==> config.mk <==
export PLATFORM = sky130hd
export DESIGN_NAME = cec_capture
export DESIGN_NICKNAME = d
export VERILOG_FILES = /design/src/cec_pkg.sv /design/src/cec_capture.sv /design/src/cec_fault_counter.sv
export SDC_FILE = /design/constraint.sdc
export NUM_CORES = 1
export LEC_CHECK = 0
export BUFFER_PORTS_ARGS = -buffer_cell sky130_fd_sc_hd__buf_4
export CAP_MARGIN = 10
export CORE_MARGIN = 3
export CORE_UTILIZATION = 54
export DETAILED_ROUTE_END_ITERATION = 8
export PLACE_DENSITY_LB_ADDON = 0.1
export SLEW_MARGIN = 10
export SYNTH_ARGS = -nofsm -noshare
export SYNTH_HDL_FRONTEND = slang
export SYNTH_SLANG_ARGS = --single-unit
==> constraint.sdc <==
create_clock -name clk_i -period 3.1 [get_ports clk_i]
set_clock_uncertainty 0.15 [all_clocks]
set_input_delay 0.465 -clock clk_i [delete_from_list [all_inputs] [get_ports clk_i]]
set_output_delay 0.465 -clock clk_i [all_outputs]
set_load 0.05 [all_outputs]
==> src/cec_pkg.sv <==
/*
  Constants, field layouts and frame-field type for the CAN error and
  arbitration capture block. Assumes a CAN protocol engine beside it that
  reports the current frame field and pulses its error and arbitration events.
*/
// What this block does
// - Each bus error while running advances transmit or receive counter
// - First error after start latched, held until read
// - Reading capture word re-arms error capture
// - Arbitration loss is no error, counters untouched
// - First arbitration loss after start latched until read
// - Reading capture word re-arms arbitration capture
// - Each capture has fresh flag, cleared by read
// - Error byte bits 7-0, arbitration byte 15-8
// - Error fresh flag at bit 16
// - Arbitration fresh flag at bit 17
// - Segment zero means no error recorded
// - Header segment codes 2 to 7
// - Segment codes 8 to 15
// - Error phase codes 17,18,19,22,23
// - Frame tail codes 24 to 28
// - Host can read receive error counter
// - Direction 0 transmit, 1 receive
// - Type 0 bit, 1 form, 2 stuff, 3 other
// - Position 0 first identifier bit to 31
// - Fields hold last captured error, zero before the first
package cec_pkg;

  // Register byte offsets
  localparam logic [7:0] CEC_OFS_CAPTURE = 8'h00;
  localparam logic [7:0] CEC_OFS_RX_CNT  = 8'h04;
  localparam logic [7:0] CEC_OFS_TX_CNT  = 8'h08;
  localparam logic [7:0] CEC_OFS_CTRL    = 8'h0C;
  localparam logic [7:0] CEC_OFS_STATUS  = 8'h10;

  // Capture word layout
  localparam int CEC_SEG_LSB       = 0;
  localparam int CEC_DIR_BIT       = 5;
  localparam int CEC_ERROR_TYPE_CODE_LSB      = 6;
  localparam int CEC_ALC_LSB       = 8;
  localparam int CEC_ERR_FRESH_BIT = 16;
  localparam int CEC_ARB_FRESH_BIT = 17;

  // Control and status bits
  localparam int CEC_CTRL_RUN_BIT   = 0;
  localparam int CEC_CTRL_CLR_BIT   = 1;
  localparam int CEC_STS_PASSIVE    = 0;
  localparam int CEC_STS_BUS_OFF    = 1;
  localparam int CEC_STS_ERR_ARMED  = 2;
  localparam int CEC_STS_ARB_ARMED  = 3;

  localparam logic [31:0] CEC_CTRL_RESET = 32'h0000_0000;

  // Direction codes
  localparam logic CEC_DIR_TX = 1'b0;
  localparam logic CEC_DIR_RX = 1'b1;

  // Error type codes
  localparam logic [1:0] CEC_ERROR_TYPE_CODE_BIT   = 2'h0;
  localparam logic [1:0] CEC_ERROR_TYPE_CODE_FORM  = 2'h1;
  localparam logic [1:0] CEC_ERROR_TYPE_CODE_STUFF = 2'h2;
  localparam logic [1:0] CEC_ERROR_TYPE_CODE_OTHER = 2'h3;

  // Segment codes
  localparam logic [4:0] CEC_SEG_NONE      = 5'h00;
  localparam logic [4:0] CEC_SEG_ID_28_21  = 5'h02;
  localparam logic [4:0] CEC_SEG_SOF       = 5'h03;
  localparam logic [4:0] CEC_SEG_SRTR      = 5'h04;
  localparam logic [4:0] CEC_SEG_IDE       = 5'h05;
  localparam logic [4:0] CEC_SEG_ID_20_18  = 5'h06;
  localparam logic [4:0] CEC_SEG_ID_17_13  = 5'h07;
  localparam logic [4:0] CEC_SEG_CRC       = 5'h08;
  localparam logic [4:0] CEC_SEG_R0        = 5'h09;
  localparam logic [4:0] CEC_SEG_DATA      = 5'h0A;
  localparam logic [4:0] CEC_SEG_DLC       = 5'h0B;
  localparam logic [4:0] CEC_SEG_ERTR      = 5'h0C;
  localparam logic [4:0] CEC_SEG_R1        = 5'h0D;
  localparam logic [4:0] CEC_SEG_ID_4_0    = 5'h0E;
  localparam logic [4:0] CEC_SEG_ID_12_5   = 5'h0F;
  localparam logic [4:0] CEC_SEG_ACT_FLAG  = 5'h11;
  localparam logic [4:0] CEC_SEG_INTERMIS  = 5'h12;
  localparam logic [4:0] CEC_SEG_TOL_DOM   = 5'h13;
  localparam logic [4:0] CEC_SEG_PAS_FLAG  = 5'h16;
  localparam logic [4:0] CEC_SEG_ERR_DELIM = 5'h17;
  localparam logic [4:0] CEC_SEG_CRC_DELIM = 5'h18;
  localparam logic [4:0] CEC_SEG_ACK_SLOT  = 5'h19;
  localparam logic [4:0] CEC_SEG_EOF       = 5'h1A;
  localparam logic [4:0] CEC_SEG_ACK_DELIM = 5'h1B;
  localparam logic [4:0] CEC_SEG_OVL_FLAG  = 5'h1C;

  // Arbitration position bases
  localparam logic [4:0] CEC_ALC_ID_HI   = 5'h00;
  localparam logic [4:0] CEC_ALC_ID_MID  = 5'h08;
  localparam logic [4:0] CEC_ALC_SRTR    = 5'h0B;
  localparam logic [4:0] CEC_ALC_IDE     = 5'h0C;
  localparam logic [4:0] CEC_ALC_EXT_A   = 5'h0D;
  localparam logic [4:0] CEC_ALC_EXT_B   = 5'h12;
  localparam logic [4:0] CEC_ALC_EXT_C   = 5'h1A;
  localparam logic [4:0] CEC_ALC_ERTR    = 5'h1F;

  // Fault confinement figures
  localparam int          CEC_CNT_W       = 9;
  localparam logic [8:0]  CEC_TX_STEP     = 9'h008;
  localparam logic [8:0]  CEC_RX_STEP     = 9'h001;
  localparam logic [8:0]  CEC_PASSIVE_LIM = 9'h07F;
  localparam logic [8:0]  CEC_BUS_OFF_LIM = 9'h0FF;
  localparam logic [8:0]  CEC_RX_RELOAD   = 9'h078;

  // Frame field reported by the protocol engine
  typedef enum logic [4:0] {
    CEC_F_IDLE, CEC_F_SOF, CEC_F_ID_HI, CEC_F_ID_MID, CEC_F_SRTR, CEC_F_IDE,
    CEC_F_EXT_A, CEC_F_EXT_B, CEC_F_EXT_C, CEC_F_ERTR, CEC_F_R1, CEC_F_R0,
    CEC_F_DLC, CEC_F_DATA, CEC_F_CRC, CEC_F_CRC_DELIM, CEC_F_ACK_SLOT,
    CEC_F_ACK_DELIM, CEC_F_EOF, CEC_F_INTERMIS, CEC_F_ACT_FLAG, CEC_F_PAS_FLAG,
    CEC_F_TOL_DOM, CEC_F_ERR_DELIM, CEC_F_OVL_FLAG, CEC_F_OVL_DELIM
  } cec_field_e;

endpackage

==> src/cec_capture.sv <==
/*
  Error and arbitration capture block with its Wishbone register slave.
  Assumes a CAN protocol engine that reports the current frame field, pulses
  one error-type strobe per detected bus error, pulses arbitration loss with
  the bit index inside the field, and pulses successful transmit or receive.
  All inputs are synchronous to clk_i.
*/
// Our own choices: the address map and the Wishbone register port.
module cec_capture
  import cec_pkg::*;
#(
  parameter int ADR_W = 8
) (
  input  wire logic              clk_i,
  input  wire logic              rst_i,
  // Wishbone classic slave
  input  wire logic              wb_cyc_i,
  input  wire logic              wb_stb_i,
  input  wire logic              wb_we_i,
  input  wire logic [ADR_W-1:0]  wb_adr_i,
  input  wire logic [3:0]        wb_sel_i,
  input  wire logic [31:0]       wb_dat_i,
  output logic [31:0]            wb_dat_o,
  output logic                   wb_ack_o,
  // Protocol engine side
  input  wire cec_field_e        field_i,
  input  wire logic              transmitting_i,
  input  wire logic              err_bit_i,
  input  wire logic              err_form_i,
  input  wire logic              err_stuff_i,
  input  wire logic              err_other_i,
  input  wire logic              arb_lost_i,
  input  wire logic [4:0]        arb_bit_i,
  input  wire logic              tx_ok_i,
  input  wire logic              rx_ok_i
);

  typedef struct packed {
    logic        ack;
    logic [31:0] rdata;
    logic        run;
    logic        cnt_clr;
    logic        err_armed;
    logic        arb_armed;
    logic        err_fresh;
    logic        arb_fresh;
    logic [4:0]  error_segment_code;
    logic        dir;
    logic [1:0]  error_type_code;
    logic [4:0]  arbitration_loss_position;
  } cec_state_s;

  cec_state_s st;
  cec_state_s next_st;

  logic [CEC_CNT_W-1:0] tx_cnt;
  logic [CEC_CNT_W-1:0] rx_cnt;
  logic                 bus_err;
  logic                 wb_req;
  logic                 cap_read;
  logic [7:0]           adr8;

  // Field to segment code
  function automatic logic [4:0] seg_code_of(input cec_field_e f);
    unique case (f)
      CEC_F_IDLE:      seg_code_of = CEC_SEG_INTERMIS;
      CEC_F_SOF:       seg_code_of = CEC_SEG_SOF;
      CEC_F_ID_HI:     seg_code_of = CEC_SEG_ID_28_21;
      CEC_F_ID_MID:    seg_code_of = CEC_SEG_ID_20_18;
      CEC_F_SRTR:      seg_code_of = CEC_SEG_SRTR;
      CEC_F_IDE:       seg_code_of = CEC_SEG_IDE;
      CEC_F_EXT_A:     seg_code_of = CEC_SEG_ID_17_13;
      CEC_F_EXT_B:     seg_code_of = CEC_SEG_ID_12_5;
      CEC_F_EXT_C:     seg_code_of = CEC_SEG_ID_4_0;
      CEC_F_ERTR:      seg_code_of = CEC_SEG_ERTR;
      CEC_F_R1:        seg_code_of = CEC_SEG_R1;
      CEC_F_R0:        seg_code_of = CEC_SEG_R0;
      CEC_F_DLC:       seg_code_of = CEC_SEG_DLC;
      CEC_F_DATA:      seg_code_of = CEC_SEG_DATA;
      CEC_F_CRC:       seg_code_of = CEC_SEG_CRC;
      CEC_F_CRC_DELIM: seg_code_of = CEC_SEG_CRC_DELIM;
      CEC_F_ACK_SLOT:  seg_code_of = CEC_SEG_ACK_SLOT;
      CEC_F_ACK_DELIM: seg_code_of = CEC_SEG_ACK_DELIM;
      CEC_F_EOF:       seg_code_of = CEC_SEG_EOF;
      CEC_F_INTERMIS:  seg_code_of = CEC_SEG_INTERMIS;
      CEC_F_ACT_FLAG:  seg_code_of = CEC_SEG_ACT_FLAG;
      CEC_F_PAS_FLAG:  seg_code_of = CEC_SEG_PAS_FLAG;
      CEC_F_TOL_DOM:   seg_code_of = CEC_SEG_TOL_DOM;
      CEC_F_ERR_DELIM: seg_code_of = CEC_SEG_ERR_DELIM;
      CEC_F_OVL_FLAG:  seg_code_of = CEC_SEG_OVL_FLAG;
      // No own code for the overload delimiter; it shares the error one
      CEC_F_OVL_DELIM: seg_code_of = CEC_SEG_ERR_DELIM;
      default:         seg_code_of = CEC_SEG_INTERMIS;
    endcase
  endfunction

  // Error strobes to type code, bit error taking precedence
  function automatic logic [1:0] error_type_code_of(input logic b, input logic fm, input logic s);
    if (b) begin
      error_type_code_of = CEC_ERROR_TYPE_CODE_BIT;
    end else if (fm) begin
      error_type_code_of = CEC_ERROR_TYPE_CODE_FORM;
    end else if (s) begin
      error_type_code_of = CEC_ERROR_TYPE_CODE_STUFF;
    end else begin
      error_type_code_of = CEC_ERROR_TYPE_CODE_OTHER;
    end
  endfunction

  // Field and bit index to arbitration position
  function automatic logic [4:0] alc_of(input cec_field_e f, input logic [4:0] idx);
    unique case (f)
      CEC_F_ID_HI:  alc_of = CEC_ALC_ID_HI + idx;
      CEC_F_ID_MID: alc_of = CEC_ALC_ID_MID + idx;
      CEC_F_SRTR:   alc_of = CEC_ALC_SRTR;
      CEC_F_IDE:    alc_of = CEC_ALC_IDE;
      CEC_F_EXT_A:  alc_of = CEC_ALC_EXT_A + idx;
      CEC_F_EXT_B:  alc_of = CEC_ALC_EXT_B + idx;
      CEC_F_EXT_C:  alc_of = CEC_ALC_EXT_C + idx;
      CEC_F_ERTR:   alc_of = CEC_ALC_ERTR;
      default:      alc_of = CEC_ALC_ID_HI;
    endcase
  endfunction

  // Packed capture word; reserved bits read zero
  function automatic logic [31:0] capture_word(input cec_state_s s);
    capture_word = '0;
    capture_word[CEC_SEG_LSB +: 5]    = s.error_segment_code;
    capture_word[CEC_DIR_BIT]         = s.dir;
    capture_word[CEC_ERROR_TYPE_CODE_LSB +: 2]   = s.error_type_code;
    capture_word[CEC_ALC_LSB +: 5]    = s.arbitration_loss_position;
    capture_word[CEC_ERR_FRESH_BIT]   = s.err_fresh;
    capture_word[CEC_ARB_FRESH_BIT]   = s.arb_fresh;
  endfunction

  // Zero-extend a counter into a bus word
  function automatic logic [31:0] cnt_word(input logic [CEC_CNT_W-1:0] c);
    cnt_word = {{(32 - CEC_CNT_W){1'b0}}, c};
  endfunction

  assign bus_err  = err_bit_i | err_form_i | err_stuff_i | err_other_i;
  assign wb_req   = wb_cyc_i & wb_stb_i & ~st.ack;
  assign adr8     = 8'(wb_adr_i);
  assign cap_read = wb_req & ~wb_we_i & (adr8 == CEC_OFS_CAPTURE);

  // Transmit errors step by eight, receive errors by one
  cec_fault_counter #(
    .W          (CEC_CNT_W),
    .STEP       (CEC_TX_STEP),
    .RELOAD_EN  (1'b0),
    .RELOAD_LIM (CEC_PASSIVE_LIM),
    .RELOAD_VAL (CEC_RX_RELOAD)
  ) u_tx_cnt (
    .clk_i   (clk_i),
    .rst_i   (rst_i),
    .inc_i   (st.run & bus_err & transmitting_i),
    .dec_i   (st.run & tx_ok_i),
    .clr_i   (st.cnt_clr),
    .count_o (tx_cnt)
  );

  cec_fault_counter #(
    .W          (CEC_CNT_W),
    .STEP       (CEC_RX_STEP),
    .RELOAD_EN  (1'b1),
    .RELOAD_LIM (CEC_PASSIVE_LIM),
    .RELOAD_VAL (CEC_RX_RELOAD)
  ) u_rx_cnt (
    .clk_i   (clk_i),
    .rst_i   (rst_i),
    .inc_i   (st.run & bus_err & ~transmitting_i),
    .dec_i   (st.run & rx_ok_i),
    .clr_i   (st.cnt_clr),
    .count_o (rx_cnt)
  );

  always_comb begin
    next_st         = st;
    next_st.ack     = 1'b0;
    next_st.cnt_clr = 1'b0;

    // Read re-arms both captures; a fresh event below still wins
    if (cap_read) begin
      next_st.err_armed = 1'b1;
      next_st.arb_armed = 1'b1;
      next_st.err_fresh = 1'b0;
      next_st.arb_fresh = 1'b0;
    end

    // Error capture, held through later errors while disarmed
    if (st.run && bus_err && (st.err_armed || cap_read)) begin
      next_st.error_segment_code       = seg_code_of(field_i);
      next_st.dir       = transmitting_i ? CEC_DIR_TX : CEC_DIR_RX;
      next_st.error_type_code      = error_type_code_of(err_bit_i, err_form_i, err_stuff_i);
      next_st.err_fresh = 1'b1;
      next_st.err_armed = 1'b0;
    end

    // Arbitration capture; never touches the counters
    if (st.run && arb_lost_i && (st.arb_armed || cap_read)) begin
      next_st.arbitration_loss_position       = alc_of(field_i, arb_bit_i);
      next_st.arb_fresh = 1'b1;
      next_st.arb_armed = 1'b0;
    end

    if (wb_req) begin
      next_st.ack   = 1'b1;
      next_st.rdata = '0;
      if (wb_we_i) begin
        if (adr8 == CEC_OFS_CTRL && wb_sel_i[0]) begin
          next_st.run     = wb_dat_i[CEC_CTRL_RUN_BIT];
          next_st.cnt_clr = wb_dat_i[CEC_CTRL_CLR_BIT];
          // Start of communication: clear old captures, arm both
          if (wb_dat_i[CEC_CTRL_RUN_BIT] && !st.run) begin
            next_st.error_segment_code       = CEC_SEG_NONE;
            next_st.dir       = CEC_DIR_TX;
            next_st.error_type_code      = CEC_ERROR_TYPE_CODE_BIT;
            next_st.arbitration_loss_position       = CEC_ALC_ID_HI;
            next_st.err_fresh = 1'b0;
            next_st.arb_fresh = 1'b0;
            next_st.err_armed = 1'b1;
            next_st.arb_armed = 1'b1;
          end
        end
      end else begin
        unique case (adr8)
          CEC_OFS_CAPTURE: next_st.rdata = capture_word(st);
          CEC_OFS_RX_CNT:  next_st.rdata = cnt_word(rx_cnt);
          CEC_OFS_TX_CNT:  next_st.rdata = cnt_word(tx_cnt);
          CEC_OFS_CTRL: begin
            next_st.rdata[CEC_CTRL_RUN_BIT] = st.run;
          end
          CEC_OFS_STATUS: begin
            next_st.rdata[CEC_STS_PASSIVE] = (tx_cnt > CEC_PASSIVE_LIM) ||
                                             (rx_cnt > CEC_PASSIVE_LIM);
            next_st.rdata[CEC_STS_BUS_OFF]   = tx_cnt > CEC_BUS_OFF_LIM;
            next_st.rdata[CEC_STS_ERR_ARMED] = st.err_armed;
            next_st.rdata[CEC_STS_ARB_ARMED] = st.arb_armed;
          end
          // Unmapped addresses answer with zero
          default: next_st.rdata = '0;
        endcase
      end
    end
  end

  always_ff @(posedge clk_i) begin
    if (rst_i) begin
      st     <= '0;
      st.run <= CEC_CTRL_RESET[CEC_CTRL_RUN_BIT];
    end else begin
      st <= next_st;
    end
  end

  assign wb_ack_o = st.ack;
  assign wb_dat_o = st.rdata;

endmodule

==> src/cec_fault_counter.sv <==
/*
  One fault-confinement error counter: adds a step per error, subtracts one
  per successful frame, optionally reloads from above a limit.
  Assumes increment and decrement strobes are single-cycle pulses.
*/
module cec_fault_counter
  import cec_pkg::*;
#(
  parameter int             W          = CEC_CNT_W,
  parameter logic [W-1:0]   STEP       = 1,
  parameter bit             RELOAD_EN  = 1'b0,
  parameter logic [W-1:0]   RELOAD_LIM = CEC_PASSIVE_LIM,
  parameter logic [W-1:0]   RELOAD_VAL = CEC_RX_RELOAD
) (
  input  wire logic         clk_i,
  input  wire logic         rst_i,
  input  wire logic         inc_i,
  input  wire logic         dec_i,
  input  wire logic         clr_i,
  output logic [W-1:0]      count_o
);

  typedef struct packed {
    logic [W-1:0] count;
  } cec_cnt_s;

  cec_cnt_s st;
  cec_cnt_s next_st;

  always_comb begin
    logic [W:0] sum;
    sum     = {1'b0, st.count} + {1'b0, STEP};
    next_st = st;
    if (clr_i) begin
      next_st.count = '0;
    end else if (inc_i) begin
      // Saturate rather than wrap; a wrap would look like recovery
      next_st.count = sum[W] ? '1 : sum[W-1:0];
    end else if (dec_i) begin
      if (RELOAD_EN && st.count > RELOAD_LIM) begin
        next_st.count = RELOAD_VAL;
      end else if (st.count != '0) begin
        next_st.count = st.count - 1'b1;
      end
    end
  end

  always_ff @(posedge clk_i) begin
    if (rst_i) begin
      st <= '0;
    end else begin
      st <= next_st;
    end
  end

  assign count_o = st.count;

endmodule

After elaboration in Yosys (flattened, before gate mapping)
Memories as Yosys holds them, arrays and structs flattened.
Index checks and enable logic that the tools add are counted.
{"block": "word_totals", "regBits": 70, "latchBits": 0, "mem_bits_rw": 0, "mem_bits_ro": 160, "input_bits": 67, "output_inout_bits": 33, "elab_cells": 106, "n_memories": 1}
{"block": "classes", "add_sub_neg": 8, "mul": 0, "div": 0, "n_lt_le_gt_ge": 3, "n_eq_ne": 12, "shifts": 0, "mux": 29, "bitwise_logic": 17, "reduce_logical": 22}
{"name": "(name not given)", "depth": 32, "width": 5, "rd": 1, "rd_ports_with_merged_regs": 0, "write_ports": 0, "line": "cec_capture.sv:65", "rtl": "unique case (f)"}
{"operator": "two-way mux 9 bit", "n": 9}
{"operator": "two-way mux 52 bit", "n": 1}
{"operator": "case mux 14 bit (3 select lines)", "n": 1}
{"operator": "case mux 5 bit (8 select lines)", "n": 1}
{"operator": "two-way mux 19 bit", "n": 2}
{"operator": "equality test 5 x 3 -> 1 bit, second input constant", "n": 4}
{"operator": "greater-than comparator 9 x 7 -> 1 bit, second input constant", "n": 2}
{"operator": "two-way mux 18 bit", "n": 1}
{"operator": "nonzero test 9 bit", "n": 2}
{"operator": "subtractor 9 x 1 -> 9 bit, second input constant", "n": 2}
{"operator": "two-way mux 17 bit", "n": 1}
{"operator": "equality test 8 x 4 -> 1 bit, second input constant", "n": 2}
{"operator": "case mux 3 bit (4 select lines)", "n": 1}
{"operator": "adder 4 x 5 -> 5 bit, first input constant", "n": 2}
{"operator": "adder 5 bit, first input constant", "n": 2}
{"operator": "adder 9 x 1 -> 10 bit, second input constant", "n": 1}
{"operator": "adder 9 x 4 -> 10 bit, second input constant", "n": 1}
{"operator": "equality test 5 x 2 -> 1 bit, second input constant", "n": 2}
{"operator": "equality test 5 x 4 -> 1 bit, second input constant", "n": 2}
{"operator": "bitwise AND 1 bit", "n": 9}
{"operator": "greater-than comparator 9 x 8 -> 1 bit, second input constant", "n": 1}
{"operator": "equality test 8 x 3 -> 1 bit, second input constant", "n": 1}
{"operator": "equality test 8 x 5 -> 1 bit, second input constant", "n": 1}
{"operator": "logical NOT 8 bit", "n": 1}
{"operator": "other kinds (17)", "n": 39}

Longest topological paths before layout
Gate-level depths: netlist of the first run.
{"block": "logic_depth", "depth_word": 11, "depth_mapped": 8, "mapped_depth_nobuf": 8}

Cells and area by module
From an unflattened synthesis of the first run, not the netlist that was laid out.
{"block": "hier_totals", "hier_cells": 501, "hier_area_um2": 4012.6}
{"module": "cec_capture", "n_inst": 1, "cells_each": 315, "area_per_inst_um2": 2482.4, "seq_area_each_um2": 700.7}
{"module": "cec_fault_counter at u_rx_cnt", "n_inst": 1, "cells_each": 110, "area_per_inst_um2": 878.3, "seq_area_each_um2": 180.2}
{"module": "cec_fault_counter at u_tx_cnt", "n_inst": 1, "cells_each": 76, "area_per_inst_um2": 651.9, "seq_area_each_um2": 180.2}

Worst setup path before layout of the first run
No wires, ideal clock.
{"block": "synth_path", "kind": "input to register", "startpoint": "input port field_i[2]", "endpoint": "register st[4] (netlist name)", "setup_ps": 117, "arrival_time_ps": 2384, "required_time_ps": 2833, "setup_slack_ps": 449, "path_stages": 8, "n_path_buf": 0, "cell_sequence": "or4b_2 nor2_1 ha_1 a31oi_1 xnor2_1 nand2b_1 a311o_1 a22o_1"}
{"block": "synth_via", "elab_chain_cells": 7, "elab_cells_between_ends": 14, "cone_classes": "8 x eq/ne; 6 x mux"}
{"element": "from (decl)", "line": "cec_capture.sv:26", "rtl": "input wire cec_field_e field_i,"}
{"element": "equality test 5 x 4 -> 1 bit (tied with other cells)", "line": "cec_capture.sv:112", "rtl": "unique case (f)"}
{"element": "case mux 5 bit (8 select lines) (*)", "line": "cec_capture.sv:112"}
{"element": "two-way mux 5 bit (*)", "line": "cec_capture.sv:200", "rtl": "if (st.run && arb_lost_i && (st.arb_armed || cap_read)) begin"}
{"element": "two-way mux 17 bit", "line": "cec_capture.sv:214", "rtl": "if (wb_dat_i[CEC_CTRL_RUN_BIT] && !st.run) begin"}
{"element": "two-way mux 19 bit", "line": "cec_capture.sv:210", "rtl": "if (adr8 == CEC_OFS_CTRL && wb_sel_i[0]) begin"}
{"element": "two-way mux 19 bit", "line": "cec_capture.sv:209", "rtl": "if (wb_we_i) begin"}
{"element": "two-way mux 52 bit (*)", "line": "cec_capture.sv:206", "rtl": "if (wb_req) begin"}
{"element": "to (signal assigned)", "line": "cec_capture.sv:252", "rtl": "st <= next_st;"}
{"element": "to (decl)", "line": "cec_capture.sv:53", "rtl": "cec_state_s st;"}
Mark *: on every way between the ends. The rest lies on a longest branch, timed or not.
A chain may end at the register's enable or synchronous reset.

Final worst setup path of the first run
{"block": "layout_path", "startpoint": "input port field_i[3]", "endpoint": "register st[4] (netlist name)"}
The elaborated chain is that of the path after synthesis.

==> metrics.cfg, run 1 <==
[global_routing]
antenna_found_initial=0
grt_max_degree=30
overflow=0
grt_use_total_pct=24.0
grt_pass1_wl_um=16600
first_global_vias=3473

[synth]
synth_adder_area_share_pct=3.94
ys_types=77
yosysTopAreaCellShare_pct=27.8
synth_top_family_by_area=compound AO/OA/AOI/OAI gates
syn_inst=492
synth.area.mux_share_pct=1.41
yosysWarnings=0
synth_seq_area_share_pct=27.8
syn_area_sq_mm=0.00381
ys_seq_elements=53
yosys.area.top_type=dfxtp_1
synthFlopType=dfxtp_1
synth_xor_xnor_area_share_pct=1.84
avgSynthCellArea_sq_um=7.75
synth-compound-area-share_pct=29.3
ys_async_sr_fraction_pct=0
synth_edf_count=0
synthSimpleGateAreaFrac_pct=23.8
synth.area.top_cells=dfxtp_1 28%, buf_4 6.5%, nand2_1 4.1%

[sta]
relSlewSlack_pct=49.0
rsz0062_at_grt=false
tightest_slew_ps=759
fin_tns_setup_ps=0
layout_min_cycle_time_ps=2570
hold_violations=0
timing.final.max_slew_violations=0
final-setup-viol-count=0
finalCritPeriodShare_pct=83.0
worst_slack_ps=526
fmaxAchievable_ghz=0.388

[pwr]
netSwitchingFraction_pct=28.3
p_sw_uw=368
power.density_mw_per_mm2=313
power_frac_comb_pct=15.6
vdd_ir_drop_max_mv=0.229
clock_power_share_pct=32.0
pwr-share-seq_pct=52.4
leakage_nw=1.51
intPower_uw=931

[final_layout]
regArea_sq_mm=0.00106
final_core_util_pct=62.9
layout.cell_area.non_filler_sq_mm=0.00415
syn_to_final_growth_pct=8.96
drive_above_1_share_pct=16.3
multiInputGateArea_sq_mm=0.00236
nets=588
instances_no_fill=603
fillCellCount=624
antenna_cells=0

[route]
postRouteAntennaNets=0
drt_wl_total_um=10000
dr.pass1.iters=5
avgRoutedWirePerCell_um=16.7
drc=0
via_per_inst=6.32
drt_iter0_markers=289
num_vias=3813

[critical_path]
cp_slowest_cell=or4b_2
path_cells=buf_4 -> or4b_2 -> nor2_1 -> ha_1 -> a31oi_1 -> xnor2_1 -> nand2b_1 -> a311o_1 -> a22o_1
worst_setup_path_start_kind=input port
worst_path_dominant_cell_family=simple AND/OR/NAND/NOR gates
startpoint=field_i[3]
path_buf_inv=1
cp.required_ps=3140
slowest_delay_ps=640
timing.rr.start=u_rx_cnt.count_o[2]
end_kind=register
criticalPathCategory=input port to register
cp_max_fo=17
arrival_ps=2620

[clock_network]
clockBufferDepth=2
cts.sinks=53
clkTransAtPathRegs_ps=100
cts_root_buffer=clkbuf_8
ctsResizeCount=0
ctsHoldBuffers=0
htree_num_levels=2
cts_setup_buffers=0
clock_latency_ps=310
cts_tree=yes
cts_made_buffers=5

[die]
die_w_um=90.0
ios=100
die-area_sq_mm=0.00810
rows=29
dieHeight_um=90.0
start_util_pct=57.7
core_area_sq_mm=0.00660

[placement]
hpwl_um=7660
dpl_cell_area_sq_mm=0.00406
place_ws_ps=223
placedCellCount=595
gp_congestion=0.915
io_buffers=49

[status]
status=completed

[run]
drv_cap=0

[worst_hold_path]
worstHoldStart=wb_dat_i[0]
hold_path.class=input port to register

-- sequential cells by signal, summed over array words and instances, names as in the netlist --
| register | cells |
|---|---|
| st | 19 |
| u_rx_cnt.count_o | 9 |
| u_tx_cnt.count_o | 9 |
| wb_ack_o | 1 |
| wb_dat_o | 15 |
-- Yosys cell counts (4+ instances only) --
library cell / instances
a311oi_1: 7
nor4b_1: 4
inv_1: 19
ha_1: 12
a21oi_1: 30
nand2b_1: 4
a22oi_1: 8
dfxtp_1: 53
a22o_1: 9
clkbuf_1: 26
o211ai_1: 6
or2_2: 4
nand2_1: 42
a31oi_1: 7
nor4_1: 7
nor2_1: 39
buf_2: 5
nand4_1: 6
buf_4: 33
nor2b_1: 6
nor3_1: 15
xnor2_1: 6
nand3b_1: 4
and3_1: 5
a211oi_1: 16
nand3_1: 14
o21ai_0: 27
-- through the flow --
stage	power, mW	hold slack (ps)
floorplan	0.843	276
global placement	0.894	292
detailed placement	0.896	305
CTS	1.30	253
global route	1.34	254
finish	1.30	249
-- power by group through the flow --
stage | Sequential (mW) | Combinational [mW] | Clock [mW]
final | 0.681 | 0.202 | 0.415
after global routing | 0.681 | 0.218 | 0.443
after CTS | 0.681 | 0.200 | 0.418
after detailed placement | 0.697 | 0.199 | 0
after global placement | 0.697 | 0.197 | 0
after floorplan | 0.699 | 0.144 | 0
-- cells in the final DEF (no fill, tap or decap), types with 12 or more instances in the layout --
cell | synthesis | layout
conb_1 | 1 | 17
o21ai_0 | 27 | 27
inv_1 | 19 | 19
nor2_1 | 39 | 39
buf_4 | 33 | 59
dfxtp_1 | 53 | 53
nand2_1 | 42 | 42
ha_1 | 12 | 12
a21oi_1 | 30 | 30
a211oi_1 | 16 | 16
nand3_1 | 14 | 14
nor3_1 | 15 | 15
-- tightest hold or removal path: stages --
cell     delay, ps
buf_4           90
mux2i_1         50
nor2_1          70
-- metal layers --
layer | wire length (um) | vias up | track usage (%) | part of all wire, %
li1 | - | 1833 | - | -
met1 | 4180 | 1763 | 31.7 | 42
met2 | 4870 | 201 | 41.3 | 48
met3 | 892 | 16 | 3.92 | 8.9
met4 | 110 | 0 | 4.59 | 1.1
met5 | 0 | - | 0 | 0
-- path summary, 6_finish.rpt --
path | to | slack, ps | cells after the start
hold / removal | st[18] | 250 | 3
setup / recovery | st[4] | 530 | 9
setup reg to reg | u_rx_cnt.count_o[3] | 650 | 5
hold reg to reg | st[7] | 320 | 2
-- layout make-up --
class,instances,share of cell area (%)
Clock inverter,2,0.331
Clock buffer,6,1.99
Inverter,20,1.81
Tap cell,93,2.80
Sequential cell,53,25.5
Timing Repair Buffer,59,10.7
Multi-Input combinational cell,370,56.9
-- kinds of logic after synthesis --
logic type                 count (synthesis)
DFF                                       53
muxes                                      4
and+or+nand+nor                          172
other                                      1
AOI/OAI and AO/OA                        157
buffers and inverters                     85
xor gates and xnor gates                   8
adders and majority gates                 12
Power figures use the tool's default switching activity.
==> inputs of run 2 (changes only) <==
--- a/config.mk
+++ b/config.mk
@@ -8,7 +8,7 @@
 export BUFFER_PORTS_ARGS = -buffer_cell sky130_fd_sc_hd__buf_4
 export CAP_MARGIN = 10
 export CORE_MARGIN = 3
-export CORE_UTILIZATION = 54
+export CORE_UTILIZATION = 49
 export DETAILED_ROUTE_END_ITERATION = 8
 export PLACE_DENSITY_LB_ADDON = 0.1
 export SLEW_MARGIN = 10
==> constraint.sdc (replaced) <==
create_clock -name clk_i -period 2.1 [get_ports clk_i]
set_clock_uncertainty 0.15 [all_clocks]
set_input_delay 0.315 -clock clk_i [delete_from_list [all_inputs] [get_ports clk_i]]
set_output_delay 0.315 -clock clk_i [all_outputs]
set_load 0.05 [all_outputs]
==> run 2 against run 1 <==
Effect of this change:
- sequential power up 48%
- global-route usage about the same
- worst setup slack worse by 490 ps
- hold slack got worse by 130 ps
- sequential share of layout area fell by 2.5 points
- combinational power rose by 65%
- largest cell class unchanged
- largest power group unchanged
==> metrics.cfg, run 2 (synthesis results as in run 1) <==
[sta]
fmaxAchievable_ghz=0.484
hold_violations=0  ; unchanged
relSlewSlack_pct=59.0  ; +10 points
finalCritPeriodShare_pct=98.3
final-setup-viol-count=0  ; unchanged
tightest_slew_ps=612  ; -146 ps
timing.final.max_slew_violations=0  ; unchanged
layout_min_cycle_time_ps=2060

[die]
die-area_sq_mm=0.00887  ; +9.5%
start_util_pct=51.5  ; -6.3 points
core_area_sq_mm=0.00741  ; +12%
die_w_um=94.2  ; +4.6%
dieHeight_um=94.2  ; +4.6%
ios=100  ; unchanged
rows=31  ; +6.9%

[clock_network]
cts_tree=yes
cts_root_buffer=clkbuf_8
ctsHoldBuffers=0  ; unchanged
clock_latency_ps=310  ; about the same
clkTransAtPathRegs_ps=100  ; about the same
cts.sinks=53  ; unchanged
htree_num_levels=2  ; unchanged
cts_made_buffers=5  ; unchanged
cts_setup_buffers=0  ; unchanged
clockBufferDepth=2  ; unchanged

[final_layout]
largest_reg_flops=19  ; unchanged
final_common_cell=buf_4
regMostFlops=st
antenna_cells=0  ; unchanged
syn_to_final_growth_pct=21.2
multiInputGateArea_sq_mm=0.00246  ; +4.1%
drive_above_1_share_pct=25.2  ; +8.9 points
final_cell_mix=107 x buf_4, 51 x dfxtp_1, 41 x nand2_1
instances_no_fill=658  ; +9.1%
layout.cell_area.non_filler_sq_mm=0.00462  ; +11%
nets=637  ; +8.3%
regArea_sq_mm=0.00106  ; +0.24%
fillCellCount=652  ; +4.5%

[run]
drv_cap=0  ; unchanged

[route]
drc=0  ; unchanged
num_vias=3908  ; +2.5%
via_per_inst=5.94  ; -6.1%
drt_wl_total_um=10800  ; +7.7%
postRouteAntennaNets=0  ; unchanged
dr.pass1.iters=7  ; +2
drt_iter0_markers=315  ; +9.0%
avgRoutedWirePerCell_um=16.4  ; -1.3%

[critical_path]
path_cells=buf_4 -> or4b_4 -> nor2_4 -> ha_4 -> a31oi_4 -> xnor2_2 -> nand2b_1 -> a311o_1 -> a22o_1
worst_setup_path_start_kind=input port
path_buf_inv=1  ; unchanged
cp_slowest_cell=or4b_4
reg2reg_slack_ps=150  ; -500 ps
worst_path_dominant_cell_family=simple AND/OR/NAND/NOR gates
criticalPathCategory=input port to register
crit_cells=9  ; unchanged
end_kind=register
cp.required_ps=2150  ; -990 ps
slowest_delay_ps=540  ; -100 ps
r2r-end=u_tx_cnt.count_o[6]
arrival_ps=2110  ; -510 ps
cp_max_fo=2  ; -15
timing.rr.start=u_tx_cnt.count_o[0]
reg2regPathDepth=7  ; +2

[global_routing]
busiest_layer=met2
gr-usage-met1_pct=35.1  ; +3.4 points
grt_pass1_wl_um=17300  ; +4.4%
first_global_vias=3578  ; +3.0%
use_met3_pct=3.61  ; -0.32 points
grt_use_total_pct=24.0  ; +0.028 points
antenna_found_initial=0  ; unchanged
grtUsageMet2_pct=36.6  ; -4.6 points
grt_max_degree=30  ; unchanged
overflow=0  ; unchanged

[placement]
io_buffers=49  ; unchanged
dpl_cell_area_sq_mm=0.00445  ; +9.7%
hpwl_um=8150  ; +6.3%
placedCellCount=650  ; +9.2%
gp_congestion=0.926  ; +1.1%

[pwr]
p_total_mw=1.93  ; +49%
leakage_nw=1.76  ; +16%
power.density_mw_per_mm2=418  ; +34%
vdd_ir_drop_max_mv=0.251  ; +10%

[worst_hold_path]
min_to=st[17]
holdPathStages=2  ; -1
worstHoldStart=wb_dat_i[1]
hold_path.class=input port to register

[status]
status=completed

[run 2: layout make-up]
cell class	count	share of cell area, %
Clock buffer	7	1.65
Clock inverter	1	0.163
Inverter	20	1.63
Multi-Input combinational cell	370	53.2
Sequential cell	53	23.0
Tap cell	99	2.68
Timing Repair Buffer	108	17.6
[run 2: power breakdown]
group	switching [mW]	internal, mW
Sequential	0.000729	1.01
Combinational	0.213	0.120
Clock	0.354	0.237
Total	0.568	1.36
[run 2: stage by stage]
step,utilization (%),setup TNS (ps),setup slack [ps],hold slack [ps]
5_1_grt,62.4,-23.0,-13.5,101
6_report,62.4,0,35.4,120
3_5_place_dp,60.1,-1910,-422,297
4_1_cts,61.2,0,4.19,111
2_1_floorplan,-,-242,-242,276
3_3_place_gp,60.1,-1570,-420,294
[run 2: worst max path at each step]
stage,to,from,slack (ps)
floorplan,st[4],field_i[2],-240
global placement,st[4],field_i[2],-420
detailed placement,st[4],field_i[2],-420
CTS,st[4],field_i[1],4
global route,st[4],field_i[0],-10
finish,st[4],field_i[0],40
[run 2: per-layer routing]
layer	share of wire, %	vias to the layer above
li1	-	1932
met1	47	1829
met2	45	139
met3	6.7	8
met4	0.70	0
met5	0	-
[run 2: timing repair]
action | CTS | global route
endpoints found under the hold margin | 0 | 0
pin swaps | 6 | 0
resized for setup | 1 | 15
setup endpoints to repair | 1 | 15
